==> src/hdl/qtc_pkg.sv <==
// Constants, register map and field layout of the Q-channel trim and clock phase registers
package qtc_pkg;
   localparam int unsigned QTC_REG_W = 16;
   localparam int unsigned QTC_NUM_SLOTS = 4;
   localparam int unsigned QTC_IDX_W = 6;

   // Register indices; byte address on the bus is four times the index
   localparam logic [QTC_IDX_W-1:0] QTC_IDX_OFFSET = 6'h0a;
   localparam logic [QTC_IDX_W-1:0] QTC_IDX_GAIN = 6'h0b;
   localparam logic [QTC_IDX_W-1:0] QTC_IDX_FINE = 6'h0e;
   localparam logic [QTC_IDX_W-1:0] QTC_IDX_COARSE = 6'h0f;
   localparam logic [QTC_IDX_W-1:0] QTC_IDX_STATUS = 6'h10;

   typedef enum logic [1:0] {
      QTC_SLOT_OFFSET = 2'b00,
      QTC_SLOT_GAIN = 2'b01,
      QTC_SLOT_FINE = 2'b10,
      QTC_SLOT_COARSE = 2'b11
   } qtc_slot_e;

   // Power-on words, indexed by slot
   localparam logic [QTC_REG_W-1:0] QTC_RST_OFFSET = 16'h007f;
   localparam logic [QTC_REG_W-1:0] QTC_RST_GAIN = 16'h807f;
   localparam logic [QTC_REG_W-1:0] QTC_RST_FINE = 16'h00ff;
   localparam logic [QTC_REG_W-1:0] QTC_RST_COARSE = 16'h007f;
   localparam logic [QTC_NUM_SLOTS-1:0][QTC_REG_W-1:0] QTC_RST_WORDS =
      {QTC_RST_COARSE, QTC_RST_FINE, QTC_RST_GAIN, QTC_RST_OFFSET};

   // Field positions
   localparam int unsigned QTC_OFS_MAG_HI = 15;
   localparam int unsigned QTC_OFS_MAG_LO = 8;
   localparam int unsigned QTC_OFS_SIGN = 7;
   localparam int unsigned QTC_GAIN_HI = 15;
   localparam int unsigned QTC_GAIN_LO = 7;
   localparam int unsigned QTC_FINE_HI = 15;
   localparam int unsigned QTC_FINE_LO = 8;
   localparam int unsigned QTC_INV_BIT = 15;
   localparam int unsigned QTC_COARSE_HI = 14;
   localparam int unsigned QTC_COARSE_LO = 10;
   localparam int unsigned QTC_MID_HI = 9;
   localparam int unsigned QTC_MID_LO = 7;

   // Low bits that the host must fill with ones
   localparam logic [QTC_REG_W-1:0] QTC_PAD7_MASK = 16'h007f;
   localparam logic [QTC_REG_W-1:0] QTC_PAD8_MASK = 16'h00ff;

   // Status word layout
   localparam int unsigned QTC_STAT_PAD_BIT = 0;
   localparam int unsigned QTC_STAT_CNT_LO = 8;
   localparam int unsigned QTC_STAT_CNT_W = 8;

   localparam logic [1:0] QTC_SEL_LOW16 = 2'b11;
   localparam logic [8:0] QTC_GAIN_MID = 9'h100;

   // Decodes a word index: bit 2 = trim register hit, bits 1:0 = slot
   function automatic logic [2:0] qtc_decode(input logic [QTC_IDX_W-1:0] idx);
      unique case (idx)
         QTC_IDX_OFFSET: qtc_decode = {1'b1, QTC_SLOT_OFFSET};
         QTC_IDX_GAIN: qtc_decode = {1'b1, QTC_SLOT_GAIN};
         QTC_IDX_FINE: qtc_decode = {1'b1, QTC_SLOT_FINE};
         QTC_IDX_COARSE: qtc_decode = {1'b1, QTC_SLOT_COARSE};
         default: qtc_decode = 3'h0;
      endcase
   endfunction : qtc_decode
endpackage : qtc_pkg

==> src/hdl/qtc_wr_if.sv <==
// Write port between the bus slave and the trim word store
`timescale 1ns/1ps
interface qtc_wr_if;
   logic we;
   logic [1:0] slot;
   logic [15:0] data;
   modport bus (output we, output slot, output data);
   modport store (input we, input slot, input data);
endinterface : qtc_wr_if

==> src/hdl/qtc_trim_store.sv <==
// Storage for the four trim and phase words, each out of its own flip-flops
`timescale 1ns/1ps
module qtc_trim_store
   import qtc_pkg::*;
(
   input wire logic i_ref_clk, // 20 MHz clock
   input wire logic i_rstn, // Async reset, active low
   qtc_wr_if.store wr, // Whole-word writes
   output logic [QTC_NUM_SLOTS-1:0][QTC_REG_W-1:0] o_words // Held words
);
   logic [QTC_NUM_SLOTS-1:0][QTC_REG_W-1:0] words_reg;
   logic [QTC_NUM_SLOTS-1:0][QTC_REG_W-1:0] words_next;

   always_comb begin
      words_next = words_reg;
      if (wr.we) begin
         words_next[wr.slot] = wr.data;
      end
   end

   always_ff @(posedge i_ref_clk or negedge i_rstn) begin
      if (!i_rstn) begin
         words_reg <= QTC_RST_WORDS;
      end else begin
         words_reg <= words_next;
      end
   end

   assign o_words = words_reg;
endmodule : qtc_trim_store

==> src/hdl/qtc_trim_regs.sv <==
// Wishbone slave and controls of the Q-channel trim and sample clock phase registers
`timescale 1ns/1ps
module qtc_trim_regs
   import qtc_pkg::*;
(
   input wire logic i_ref_clk, // 20 MHz clock
   input wire logic i_rstn, // Async reset, active low
   input wire logic i_wb_cyc, // Wishbone cycle
   input wire logic i_wb_stb, // Wishbone strobe
   input wire logic i_wb_we, // Wishbone write enable
   input wire logic [7:0] i_wb_adr, // Byte address
   input wire logic [3:0] i_wb_sel, // Byte lanes
   input wire logic [31:0] i_wb_dat, // Write data
   output logic [31:0] o_wb_dat, // Read data
   output logic o_wb_ack, // Acknowledge
   output logic [7:0] o_q_offset_mag, // Offset magnitude code
   output logic o_q_offset_neg, // Offset sign, 1 = negative
   output logic [8:0] o_q_gain_code, // Full-scale gain code
   output logic [7:0] o_fine_delay, // Fine sample clock delay
   output logic o_sample_clock_invert, // Sample clock polarity invert
   output logic [4:0] o_coarse_delay, // Coarse sample clock delay
   output logic [2:0] o_mid_step_delay_field // Intermediate sample clock delay
);
   qtc_wr_if wr ();

   logic [QTC_NUM_SLOTS-1:0][QTC_REG_W-1:0] words;
   logic ack_reg;
   logic ack_next;
   logic [31:0] rdat_reg;
   logic [31:0] rdat_next;
   logic we_reg;
   logic we_next;
   logic [1:0] slot_reg;
   logic [1:0] slot_next;
   logic [QTC_REG_W-1:0] wdat_reg;
   logic [QTC_REG_W-1:0] wdat_next;
   logic [QTC_STAT_CNT_W-1:0] cnt_reg;
   logic [QTC_STAT_CNT_W-1:0] cnt_next;
   logic pad_bad_reg;
   logic pad_bad_next;
   logic req;
   logic [2:0] dec;
   logic full_write;
   logic [QTC_REG_W-1:0] pad_mask;

   // One access per cycle pair: ack drops after each answer, so a held request is not taken twice
   assign req = i_wb_cyc && i_wb_stb && !ack_reg;
   assign dec = qtc_decode(i_wb_adr[7:2]);
   // Only a write covering both low byte lanes is complete; partial writes are dropped
   assign full_write = req && i_wb_we && dec[2] && (i_wb_sel[1:0] == QTC_SEL_LOW16);
   assign pad_mask = (dec[1:0] == QTC_SLOT_FINE) ? QTC_PAD8_MASK : QTC_PAD7_MASK;

   always_comb begin
      ack_next = req;
      rdat_next = 32'h0;
      we_next = 1'b0;
      slot_next = slot_reg;
      wdat_next = wdat_reg;
      cnt_next = cnt_reg;
      pad_bad_next = pad_bad_reg;
      if (full_write) begin
         we_next = 1'b1;
         slot_next = dec[1:0];
         wdat_next = i_wb_dat[QTC_REG_W-1:0];
         cnt_next = cnt_reg + 8'h01;
         // Flags a host that left the padding bits clear
         pad_bad_next = ((i_wb_dat[QTC_REG_W-1:0] & pad_mask) != pad_mask);
      end
      if (req && !i_wb_we && (i_wb_adr[7:2] == QTC_IDX_STATUS)) begin
         rdat_next[QTC_STAT_CNT_LO +: QTC_STAT_CNT_W] = cnt_reg;
         rdat_next[QTC_STAT_PAD_BIT] = pad_bad_reg;
      end
      // Trim registers are write-only and read back as zero
   end

   always_ff @(posedge i_ref_clk or negedge i_rstn) begin
      if (!i_rstn) begin
         ack_reg <= 1'b0;
         rdat_reg <= 32'h0;
         we_reg <= 1'b0;
         slot_reg <= QTC_SLOT_OFFSET;
         wdat_reg <= 16'h0;
         cnt_reg <= 8'h0;
         pad_bad_reg <= 1'b0;
      end else begin
         ack_reg <= ack_next;
         rdat_reg <= rdat_next;
         we_reg <= we_next;
         slot_reg <= slot_next;
         wdat_reg <= wdat_next;
         cnt_reg <= cnt_next;
         pad_bad_reg <= pad_bad_next;
      end
   end

   assign wr.we = we_reg;
   assign wr.slot = slot_reg;
   assign wr.data = wdat_reg;

   // Store updates on the edge at which the master samples ack
   qtc_trim_store u_store (
      .i_ref_clk(i_ref_clk),
      .i_rstn(i_rstn),
      .wr(wr),
      .o_words(words)
   );

   assign o_wb_ack = ack_reg;
   assign o_wb_dat = rdat_reg;
   // Gain drives the trim straight from the held word, no recalibration step
   assign o_q_gain_code = words[QTC_SLOT_GAIN][QTC_GAIN_HI:QTC_GAIN_LO];
   assign o_q_offset_mag = words[QTC_SLOT_OFFSET][QTC_OFS_MAG_HI:QTC_OFS_MAG_LO];
   assign o_q_offset_neg = words[QTC_SLOT_OFFSET][QTC_OFS_SIGN];
   assign o_fine_delay = words[QTC_SLOT_FINE][QTC_FINE_HI:QTC_FINE_LO];
   assign o_sample_clock_invert = words[QTC_SLOT_COARSE][QTC_INV_BIT];
   assign o_coarse_delay = words[QTC_SLOT_COARSE][QTC_COARSE_HI:QTC_COARSE_LO];
   // Delay cap near 2.1 ns is an analog property; all codes pass through unchanged
   assign o_mid_step_delay_field = words[QTC_SLOT_COARSE][QTC_MID_HI:QTC_MID_LO];

   // Helper: which slots have been written since reset
   logic [QTC_NUM_SLOTS-1:0] wrote_reg;
   logic [QTC_NUM_SLOTS-1:0] wrote_next;

   always_comb begin
      wrote_next = wrote_reg;
      if (we_reg) begin
         wrote_next[slot_reg] = 1'b1;
      end
   end

   always_ff @(posedge i_ref_clk or negedge i_rstn) begin
      if (!i_rstn) begin
         wrote_reg <= 4'h0;
      end else begin
         wrote_reg <= wrote_next;
      end
   end
endmodule : qtc_trim_regs

==> config.mk <==
export PLATFORM = sky130hd
export DESIGN_NAME = qtc_trim_regs
export DESIGN_NICKNAME = d
export VERILOG_FILES = /design/src/hdl/qtc_pkg.sv /design/src/hdl/qtc_wr_if.sv /design/src/hdl/qtc_trim_store.sv /design/src/hdl/qtc_trim_regs.sv
export SDC_FILE = /design/constraint.sdc
export NUM_CORES = 1
export LEC_CHECK = 0
export BUFFER_PORTS_ARGS = -buffer_cell sky130_fd_sc_hd__clkbuf_2
export CELL_PAD_IN_SITES_DETAIL_PLACEMENT = 1
export CELL_PAD_IN_SITES_GLOBAL_PLACEMENT = 2
export CORE_MARGIN = 8
export CORE_UTILIZATION = 33
export CTS_BUF_LIST = sky130_fd_sc_hd__clkbuf_4 sky130_fd_sc_hd__clkbuf_8 sky130_fd_sc_hd__clkbuf_16
export DETAILED_ROUTE_END_ITERATION = 8
export GPL_ROUTABILITY_DRIVEN = 0
export PLACE_DENSITY = 0.92
export SLEW_MARGIN = 25
export SYNTH_ARGS = -nofsm -noshare
export SYNTH_HDL_FRONTEND = slang
export SYNTH_SLANG_ARGS = --single-unit
==> constraint.sdc <==
create_clock -name i_ref_clk -period 2.8 [get_ports i_ref_clk]
set_clock_uncertainty 0.1 [all_clocks]
set_input_delay 0.56 -clock i_ref_clk [delete_from_list [all_inputs] [get_ports i_ref_clk]]
set_output_delay 0.56 -clock i_ref_clk [all_outputs]
set_load 0.1 [all_outputs]
==> impl_metrics.csv, run 1 <==
group,metric,value,unit
die,initial_core_util,33.7,%
worst_setup_path,crit_family,"flip-flops",
status,status,"complete, no violations",
layout,nets,320,
layout,utilization,41.4,%
worst_setup_path,crit_type,"flop to output pin",
timing,final.min_clock_period,1.97,ns
layout,fin_area,3370,um^2
global_route,groute.usage.overall,11.3,%
die,die_h,107,um
place,hpwl,4790,um
power,intPower,1.44,mW
logic_synthesis,synth_area_leaders,"dfrtp_1, mux2_2, buf_4",
power,p_comb_share,10.6,%
clock_tree,cts_tree,"yes",
worst_setup_path,reg2reg_depth,4,
die,die-area,11500,um^2
drt,wl_met3,480,um
power,leakage,1.88,nW
layout,antenna_cells,0,
drt,wl_met1,2610,um
drt,routed_via_density,4.45,
timing,finalCritPeriodShare,70.3,%
power,p_clk_share,40.0,%
global_route,grt-ovfl-total,0,
drt,wirelength,6300,um
worst_setup_path,r2r_end,"wdat_reg[11]",
clock_tree,clock_sinks,66,
die,core.rowCount,33,
logic_synthesis,synth_warnings,0,
layout,area_growth,22.7,%
logic_synthesis,synth-edff-count,0,
timing,fmax,508,MHz
clock_tree,cts_buffer_depth,2,
logic_synthesis,ys_async_sr_fraction,100,%
clock_tree,clock_latency,0.33,ns
logic_synthesis,synthFlopType,"dfrtp_1",
logic_synthesis,yosysMostFrequentCell,"dfrtp_1",
clock_tree,post_cts_resized,0,
worst_setup_path,crit_chain,"clkbuf_2",
logic_synthesis,synth_common_cells,"dfrtp_1, mux2_2, buf_4",
global_route,antenna_found_initial,0,
global_route,grt_first_pass_wirelength,10100,um
clock_tree,cts_buffers,9,
drt,dr.pass1.iters,3,
global_route,first_global_vias,1886,
timing,tns,0,ns
drt,drc,0,
worst_setup_path,cp.arrival,1.31,ns
logic_synthesis,syn_inst,187,
clock_tree,post-cts-setup-buffer-count,0,
die,io_pins,117,
power,p_switching,539,uW
timing,rsz0062_at_grt,"false",
job,drv_cap,0,
logic_synthesis,netlist.area_leader.share,59.3,%
power,switching_share,27.3,%
worst_setup_path,path_max_fanout,2,
timing,worst_slew_pin_slew,0.668,ns
place,io_buffers,73,
layout,drive_above_1_share,53.1,%
worst_setup_path,cp-end-kind,"output pin",
worst_setup_path,cpMaxStageDelayCell,"dfstp_2",
global_route,grt_start_max_net_pins,40,
timing,finalHoldViolations,0,
die,core_region_area,8130,um^2
logic_synthesis,yosys.cell_types.count,27,
power,ir_drop,175,uV
drt,antenna_left,0,
clock_tree,path_clk_slew,0.07,ns
logic_synthesis,yosysSeqAreaShare,60.2,%
power,powerDensity,586,nW/um^2
place,placed_cell_area,3170,um^2
hold_path,hp-class,"input port to async pin",
worst_setup_path,reg2reg_from,"o_wb_ack",
worst_setup_path,worstSetupStartpointType,"flop",
logic_synthesis,synth_top_cell_by_area,"dfrtp_1",
drt,wl_per_cell,16.6,um
logic_synthesis,synth.avg_cell_area,14.7,um^2
timing,whs,0.157,ns
clock_tree,htree_levels,3,
worst_setup_path,critPathMaxStageDelay,0.53,ns
drt,wl_met2,3110,um
power,seqPwrFrac,49.3,%
worst_setup_path,critPathRequiredTime,2.14,ns
worst_setup_path,path_buf_inv,1,
drt,first_iter_violations,28,
logic_synthesis,synth_seq_cells,66,
worst_setup_path,rrSetupSlack,1.21,ns
drt,top_layer,"met4",
die,fp.dieW,107,um
clock_tree,cts_root_buf,"clkbuf_8",
drt,num_vias,1691,
layout,largest_reg_flops,35,
timing,drv_slew,0,
logic_synthesis,syn-cell-area,2750,um^2
timing,finalSetupViolCount,0,
timing,slew_headroom,55.4,%
clock_tree,hold_buffers,0,
[kinds of logic after synthesis]
family / synth area share (%)
AOI/OAI and AO/OA: 0.456
xor gates and xnor gates: 2.23
adders and majority gates: 0.456
buffers and inverters: 7.61
DFF: 60.2
muxes: 19.3
other: 0.137
and+or+nand+nor: 9.62
[cell usage in the layout (no fill, tap or decap)]
| master | synthesis | layout |
|---|---|---|
| clkbuf_8 | 0 | 10 |
| buf_4 | 24 | 3 |
| and3_1 | 3 | 3 |
| nor4_1 | 1 | 1 |
| clkinv_4 | 0 | 1 |
| nand3b_1 | 2 | 2 |
| dfrtp_1 | 65 | 65 |
| mux2_2 | 47 | 47 |
| inv_1 | 2 | 2 |
| nand4b_4 | 1 | 1 |
| nor4b_1 | 1 | 1 |
| buf_2 | 2 | 1 |
| nor3b_2 | 0 | 1 |
| o21ai_0 | 1 | 1 |
| xnor2_1 | 6 | 6 |
| nand4_1 | 4 | 4 |
| clkbuf_4 | 0 | 1 |
| clkinv_2 | 0 | 3 |
| o31ai_1 | 1 | 1 |
| bufinv_16 | 0 | 1 |
| nand3_1 | 4 | 4 |
| buf_12 | 0 | 1 |
| nor3_1 | 2 | 2 |
| dfstp_2 | 1 | 1 |
| and2_1 | 10 | 10 |
| nand2_1 | 1 | 1 |
| nand2b_1 | 1 | 1 |
| ha_1 | 1 | 1 |
| nand3b_4 | 2 | 2 |
| clkbuf_2 | 0 | 72 |
| nor3_4 | 1 | 1 |
| conb_1 | 1 | 23 |
| xor2_1 | 1 | 1 |
[cell type report]
class	instances	area, um^2
Tap cell	105	131
Clock inverter	5	53.8
Sequential cell	66	1650
Multi-Input combinational cell	114	971
Timing Repair Buffer	77	408
Inverter	2	7.51
Clock buffer	11	145
Fill cell	865	4760
[routing by layer]
layer	vias up	global-route usage (%)
li1	768	-
met1	855	13.2
met2	62	18.4
met3	6	4.38
met4	0	4.22
met5	-	0
[how the worst max path moves through the flow]
| stage | start | end | slack, ns | depth (start not counted) |
|---|---|---|---|---|
| floorplan | o_wb_ack | slot_reg[0] | 0.79 | 4 |
| global placement | i_wb_adr[6] | wdat_reg[11] | 0.99 | 5 |
| finish | u_store.o_words[31] | o_q_gain_code[8] | 0.83 | 1 |
| detailed placement | i_wb_adr[6] | wdat_reg[11] | 0.94 | 5 |
| CTS | u_store.o_words[31] | o_q_gain_code[8] | 0.81 | 1 |
| global route | u_store.o_words[31] | o_q_gain_code[8] | 0.80 | 1 |
[stage by stage]
stage          worst slack, ns  power [mW]  instances
2_1_floorplan            0.786        1.17        209
3_3_place_gp             0.985        1.20        364
3_5_place_dp             0.943        1.20        364
4_1_cts                  0.807        2.00        380
5_1_grt                  0.799        2.06        380
6_report                 0.831        1.98        380
[power by group through the flow]
stage | Combinational [mW] | Clock (mW) | Sequential (mW)
after floorplan | 0.176 | 0 | 0.998
after global placement | 0.208 | 0 | 0.992
after detailed placement | 0.211 | 0 | 0.993
after CTS | 0.211 | 0.817 | 0.975
after global routing | 0.221 | 0.862 | 0.976
final | 0.210 | 0.790 | 0.975
No activity file was read; power rests on OpenSTA's default activity.
==> run 2: changes to the inputs <==
Settings changed: CORE_UTILIZATION 33 to 30, PLACE_DENSITY 0.92 to 0.85.
Clock period 2.8 ns to 1.9 ns, I/O delays scaled along.
==> impl_metrics.csv, run 2 (synthesis results as in run 1) <==
group,metric,value,unit
worst_setup_path,cp.arrival,1.32,ns
worst_setup_path,path_max_fanout,2,
layout,layout_common_cells,"clkbuf_2, dfrtp_1, mux2_2",
place,placed_cell_area,3200,um^2
die,io_pins,117,
power,p_total,2.94,mW
drt,num_vias,1676,
timing,rsz0062_at_grt,"false",
power,intPower,2.12,mW
timing,drv_slew,0,
power,p_switching,821,uW
status,status,"complete, no violations",
layout,antenna_cells,0,
worst_setup_path,setup.worst_path.start,"u_store.o_words[31]",
timing,slew_headroom,60.8,%
timing,finalCritPeriodShare,94.8,%
clock_tree,cts_buffer_depth,2,
layout,largest_reg_flops,35,
clock_tree,post-cts-setup-buffer-count,0,
worst_setup_path,crit_type,"flop to output pin",
drt,routed_via_density,4.32,
clock_tree,path_clk_slew,0.07,ns
power,leakage,1.89,nW
die,fp.dieW,112,um
global_route,antenna_found_initial,0,
drt,antenna_left,0,
timing,fmax,555,MHz
clock_tree,cts_buffers,9,
global_route,groute.usage.overall,10.7,%
worst_setup_path,reg2reg_from,"slot_reg[0]",
place,io_buffers,73,
die,die_h,112,um
timing,finalSetupViolCount,0,
worst_setup_path,cp-end-kind,"output pin",
layout,drive_above_1_share,53.4,%
drt,dr.pass1.iters,4,
worst_setup_path,path_buf_inv,1,
clock_tree,clock_latency,0.34,ns
power,switching_share,27.9,%
power,powerDensity,862,nW/um^2
clock_tree,post_cts_resized,0,
global_route,first_global_vias,1940,
worst_setup_path,worstSetupStartpointType,"flop",
die,core.rowCount,35,
global_route,grt_start_max_net_pins,67,
worst_setup_path,cpMaxStageDelayCell,"dfstp_2",
timing,final.min_clock_period,1.80,ns
drt,wl_per_cell,16.6,um
timing,finalHoldViolations,0,
timing,tns,0,ns
layout,nets,322,
worst_setup_path,critPathRequiredTime,1.42,ns
layout,fin_area,3410,um^2
hold_path,hp-class,"input port to flop",
die,initial_core_util,30.3,%
hold_path,min_from,"i_wb_dat[11]",
worst_setup_path,crit_chain,"clkbuf_2",
drt,first_iter_violations,55,
layout,fillers,989,
timing,worst_slew_pin_slew,0.587,ns
timing,whs,0.169,ns
clock_tree,cts_root_buf,"clkbuf_8",
global_route,grt_first_pass_wirelength,10400,um
power,p_comb_share,10.6,%
layout,utilization,37.6,%
die,core_region_area,9060,um^2
layout,layout_commonest_cell,"clkbuf_2",
power,ir_drop,226,uV
worst_setup_path,crit_family,"flip-flops",
layout,area_growth,24.2,%
worst_setup_path,critPathMaxStageDelay,0.53,ns
clock_tree,clock_sinks,66,
clock_tree,cts_tree,"yes",
place,hpwl,4690,um
drt,wirelength,6450,um
die,die-area,12500,um^2
global_route,grt-ovfl-total,0,
clock_tree,htree_levels,3,
job,drv_cap,0,
power,p_clk_share,40.5,%
power,seqPwrFrac,48.9,%
drt,drc,0,
-- run 2: cell count changes in the layout (fill, tap and decap cells not counted) --
| cell | delta |
|---|---|
| dfrtp_1 | -1 |
| dlygate4sd3_1 | +1 |
| buf_12 | +1 |
| dfrtp_2 | +1 |
-- run 2: final timing paths --
path | endpoint | slack (ns) | cells after the start
worst max-delay path | o_q_gain_code[8] | 0.1 | 1
worst min-delay path | wdat_reg[11] | 0.17 | 2
worst max register to register | u_store.o_words[43] | 0.27 | 2
worst min register to register | cnt_reg[7] | 0.37 | 1
max in group asynchronous | u_store.o_words[31] | 0.89 | 3
min in group asynchronous | o_wb_dat[0] | 0.50 | 3
-- run 2: area by class of cell --
cell class	instances	area, um^2	area share, %
clock buffers	11	145	4.26
well taps	111	139	4.07
repair buffers	79	438	12.8
inverters	2	7.51	0.220
flip-flops and latches	66	1650	48.5
multi-input cells	114	971	28.5
clock inverters	5	53.8	1.58
-- run 2: repair_timing --
item                                   in CTS  in global routing
endpoints found under the hold margin      65                  0
hold buffers                                1                  0
setup endpoints to repair                   0                  0
-- run 2: metal layers --
metal / GRT usage (%) / routed length [um]
met4: 6.29 / 154
met3: 3.57 / 372
met1: 12.1 / 2780
met2: 17.5 / 3140
met5: 0 / 0
-- run 2: through the flow --
step	instances	setup slack, ns
after detailed placement	371	0.244
after CTS	388	0.0725
after global placement	371	0.298
after global routing	388	0.0694
final	388	0.0979
after floorplan	209	0.0868
-- run 2: worst register-to-register path: cells and delay by family, from the launching register on --
family        cells  cell delay (ns)
flops             1             0.43
mux               1             0.46
simple gates      1             0.52
-- run 2: power by group through the flow --
stage / registers [mW] / clock network [mW] / logic [mW]
global route: 1.44 / 1.28 / 0.328
global placement: 1.46 / 0 / 0.308
CTS: 1.44 / 1.24 / 0.314
floorplan: 1.47 / 0 / 0.259
detailed placement: 1.46 / 0 / 0.311
finish: 1.44 / 1.19 / 0.311
==> run 3: changes to the inputs <==
Settings changed: SETUP_SLACK_MARGIN set to 0.1.
==> impl_metrics.csv, run 3 (synthesis results as in run 1) <==
group,metric,value,unit
clock_tree,path_clk_slew,0.07,ns
timing,rsz0062_at_grt,"false",
global_route,grt-ovfl-total,0,
global_route,grt_first_pass_wirelength,10200,um
drt,routed_via_density,4.33,
power,powerDensity,820,nW/um^2
drt,wl_met2,2920,um
layout,utilization,37.5,%
power,p_total,2.79,mW
global_route,grt_start_max_net_pins,67,
timing,finalCritPeriodShare,87.8,%
die,die_h,112,um
die,core_region_area,9060,um^2
global_route,first_global_vias,1923,
worst_setup_path,crit_type,"flop to output pin",
worst_setup_path,critPathMaxStageDelay,0.45,ns
timing,final.min_clock_period,1.67,ns
worst_setup_path,crit_chain,"clkbuf_2",
drt,wl_met3,407,um
drt,num_vias,1683,
worst_setup_path,cpMaxStageDelayCell,"clkbuf_2",
die,core.rowCount,35,
timing,finalHoldViolations,0,
status,status,"complete, no violations",
job,drv_cap,0,
die,fp.dieW,112,um
place,hpwl,4510,um
timing,slew_headroom,63.0,%
clock_tree,cts_buffers,9,
layout,layout_common_cells,"clkbuf_2, dfrtp_1, mux2_2",
drt,top_layer,"met4",
drt,first_iter_violations,37,
global_route,groute.usage.overall,10.5,%
hold_path,hp-class,"input port to flop",
clock_tree,clock_latency,0.33,ns
layout,layout_commonest_cell,"clkbuf_2",
clock_tree,cts_root_buf,"clkbuf_8",
drt,drc,0,
drt,wl_met1,2620,um
timing,tns,0,ns
timing,finalSetupViolCount,0,
drt,dr.pass1.iters,4,
timing,drv_slew,0,
clock_tree,cts_buffer_depth,2,
place,io_buffers,73,
layout,area_growth,23.8,%
global_route,antenna_found_initial,0,
drt,antenna_left,0,
worst_setup_path,path_buf_inv,1,
clock_tree,htree_levels,3,
die,initial_core_util,30.3,%
power,leakage,1.88,nW
die,die-area,12500,um^2
timing,fmax,599,MHz
worst_setup_path,path_max_fanout,2,
place,placed_cell_area,3210,um^2
clock_tree,post-cts-setup-buffer-count,0,
layout,nets,323,
power,ir_drop,323,uV
clock_tree,clock_sinks,66,
clock_tree,cts_tree,"yes",
worst_setup_path,cp-end-kind,"output pin",
layout,fin_area,3400,um^2
layout,largest_reg_flops,35,
worst_setup_path,worstSetupStartpointType,"flop",
drt,wl_per_cell,15.6,um
die,io_pins,117,
worst_setup_path,critPathRequiredTime,1.42,ns
layout,drive_above_1_share,53.6,%
worst_setup_path,cp.arrival,1.19,ns
drt,wirelength,6070,um
timing,worst_slew_pin_slew,0.558,ns
worst_setup_path,crit_family,"buffers and inverters",
layout,antenna_cells,0,
run 3: timing repair:
action,CTS,global route
endpoints found under the setup margin,1,0
gates resized for setup,1,0
hold buffers,1,0
endpoints found under the hold margin,65,0
run 3: worst register-to-register path, stage by stage (launching register included):
cell and delay (ns):
dfrtp_4 0.47, nand3b_4 0.19, nor3_4 0.22, buf_12 0.20, mux2_2 0.35
run 3: final cells by class:
cell class | count | area [um^2]
Inverter | 2 | 7.51
Tap cell | 111 | 139
Timing Repair Buffer | 80 | 448
Sequential cell | 66 | 1660
Multi-Input combinational cell | 114 | 971
Clock buffer | 13 | 160
Fill cell | 986 | 5670
Clock inverter | 3 | 17.5
run 3: path summary, 6_finish.rpt:
kind	start	end	slack [ns]	depth (start not counted)
max	o_wb_ack	o_wb_ack	0.23	1
min	i_wb_dat[11]	wdat_reg[11]	0.18	2
max reg2reg	o_wb_ack	wdat_reg[15]	0.25	4
min reg2reg	cnt_reg[7]	cnt_reg[7]	0.37	1
max in group asynchronous	i_rstn	u_store.o_words[31]	0.86	3
min in group asynchronous	i_rstn	o_wb_dat[0]	0.50	3
run 3: stage by stage:
step | hold slack [ns] | setup WS [ns] | std cells
final | 0.177 | 0.232 | 389
after global placement | 0.319 | 0.259 | 372
after detailed placement | 0.325 | 0.232 | 372
after global routing | 0.159 | 0.184 | 389
after floorplan | -0.0156 | 0.102 | 209
after CTS | 0.162 | 0.201 | 389
run 3: where the power goes:
part           switching, mW  internal, mW
Combinational          0.264        0.0459
Sequential            0.0165          1.42
Clock                  0.491         0.549
run 3: layer usage:
metal | vias up | global-route usage (%)
met1 | 842 | 12.3
li1 | 774 | -
met2 | 58 | 16.3
met3 | 9 | 4.11
met5 | - | 0
met4 | 0 | 5.47
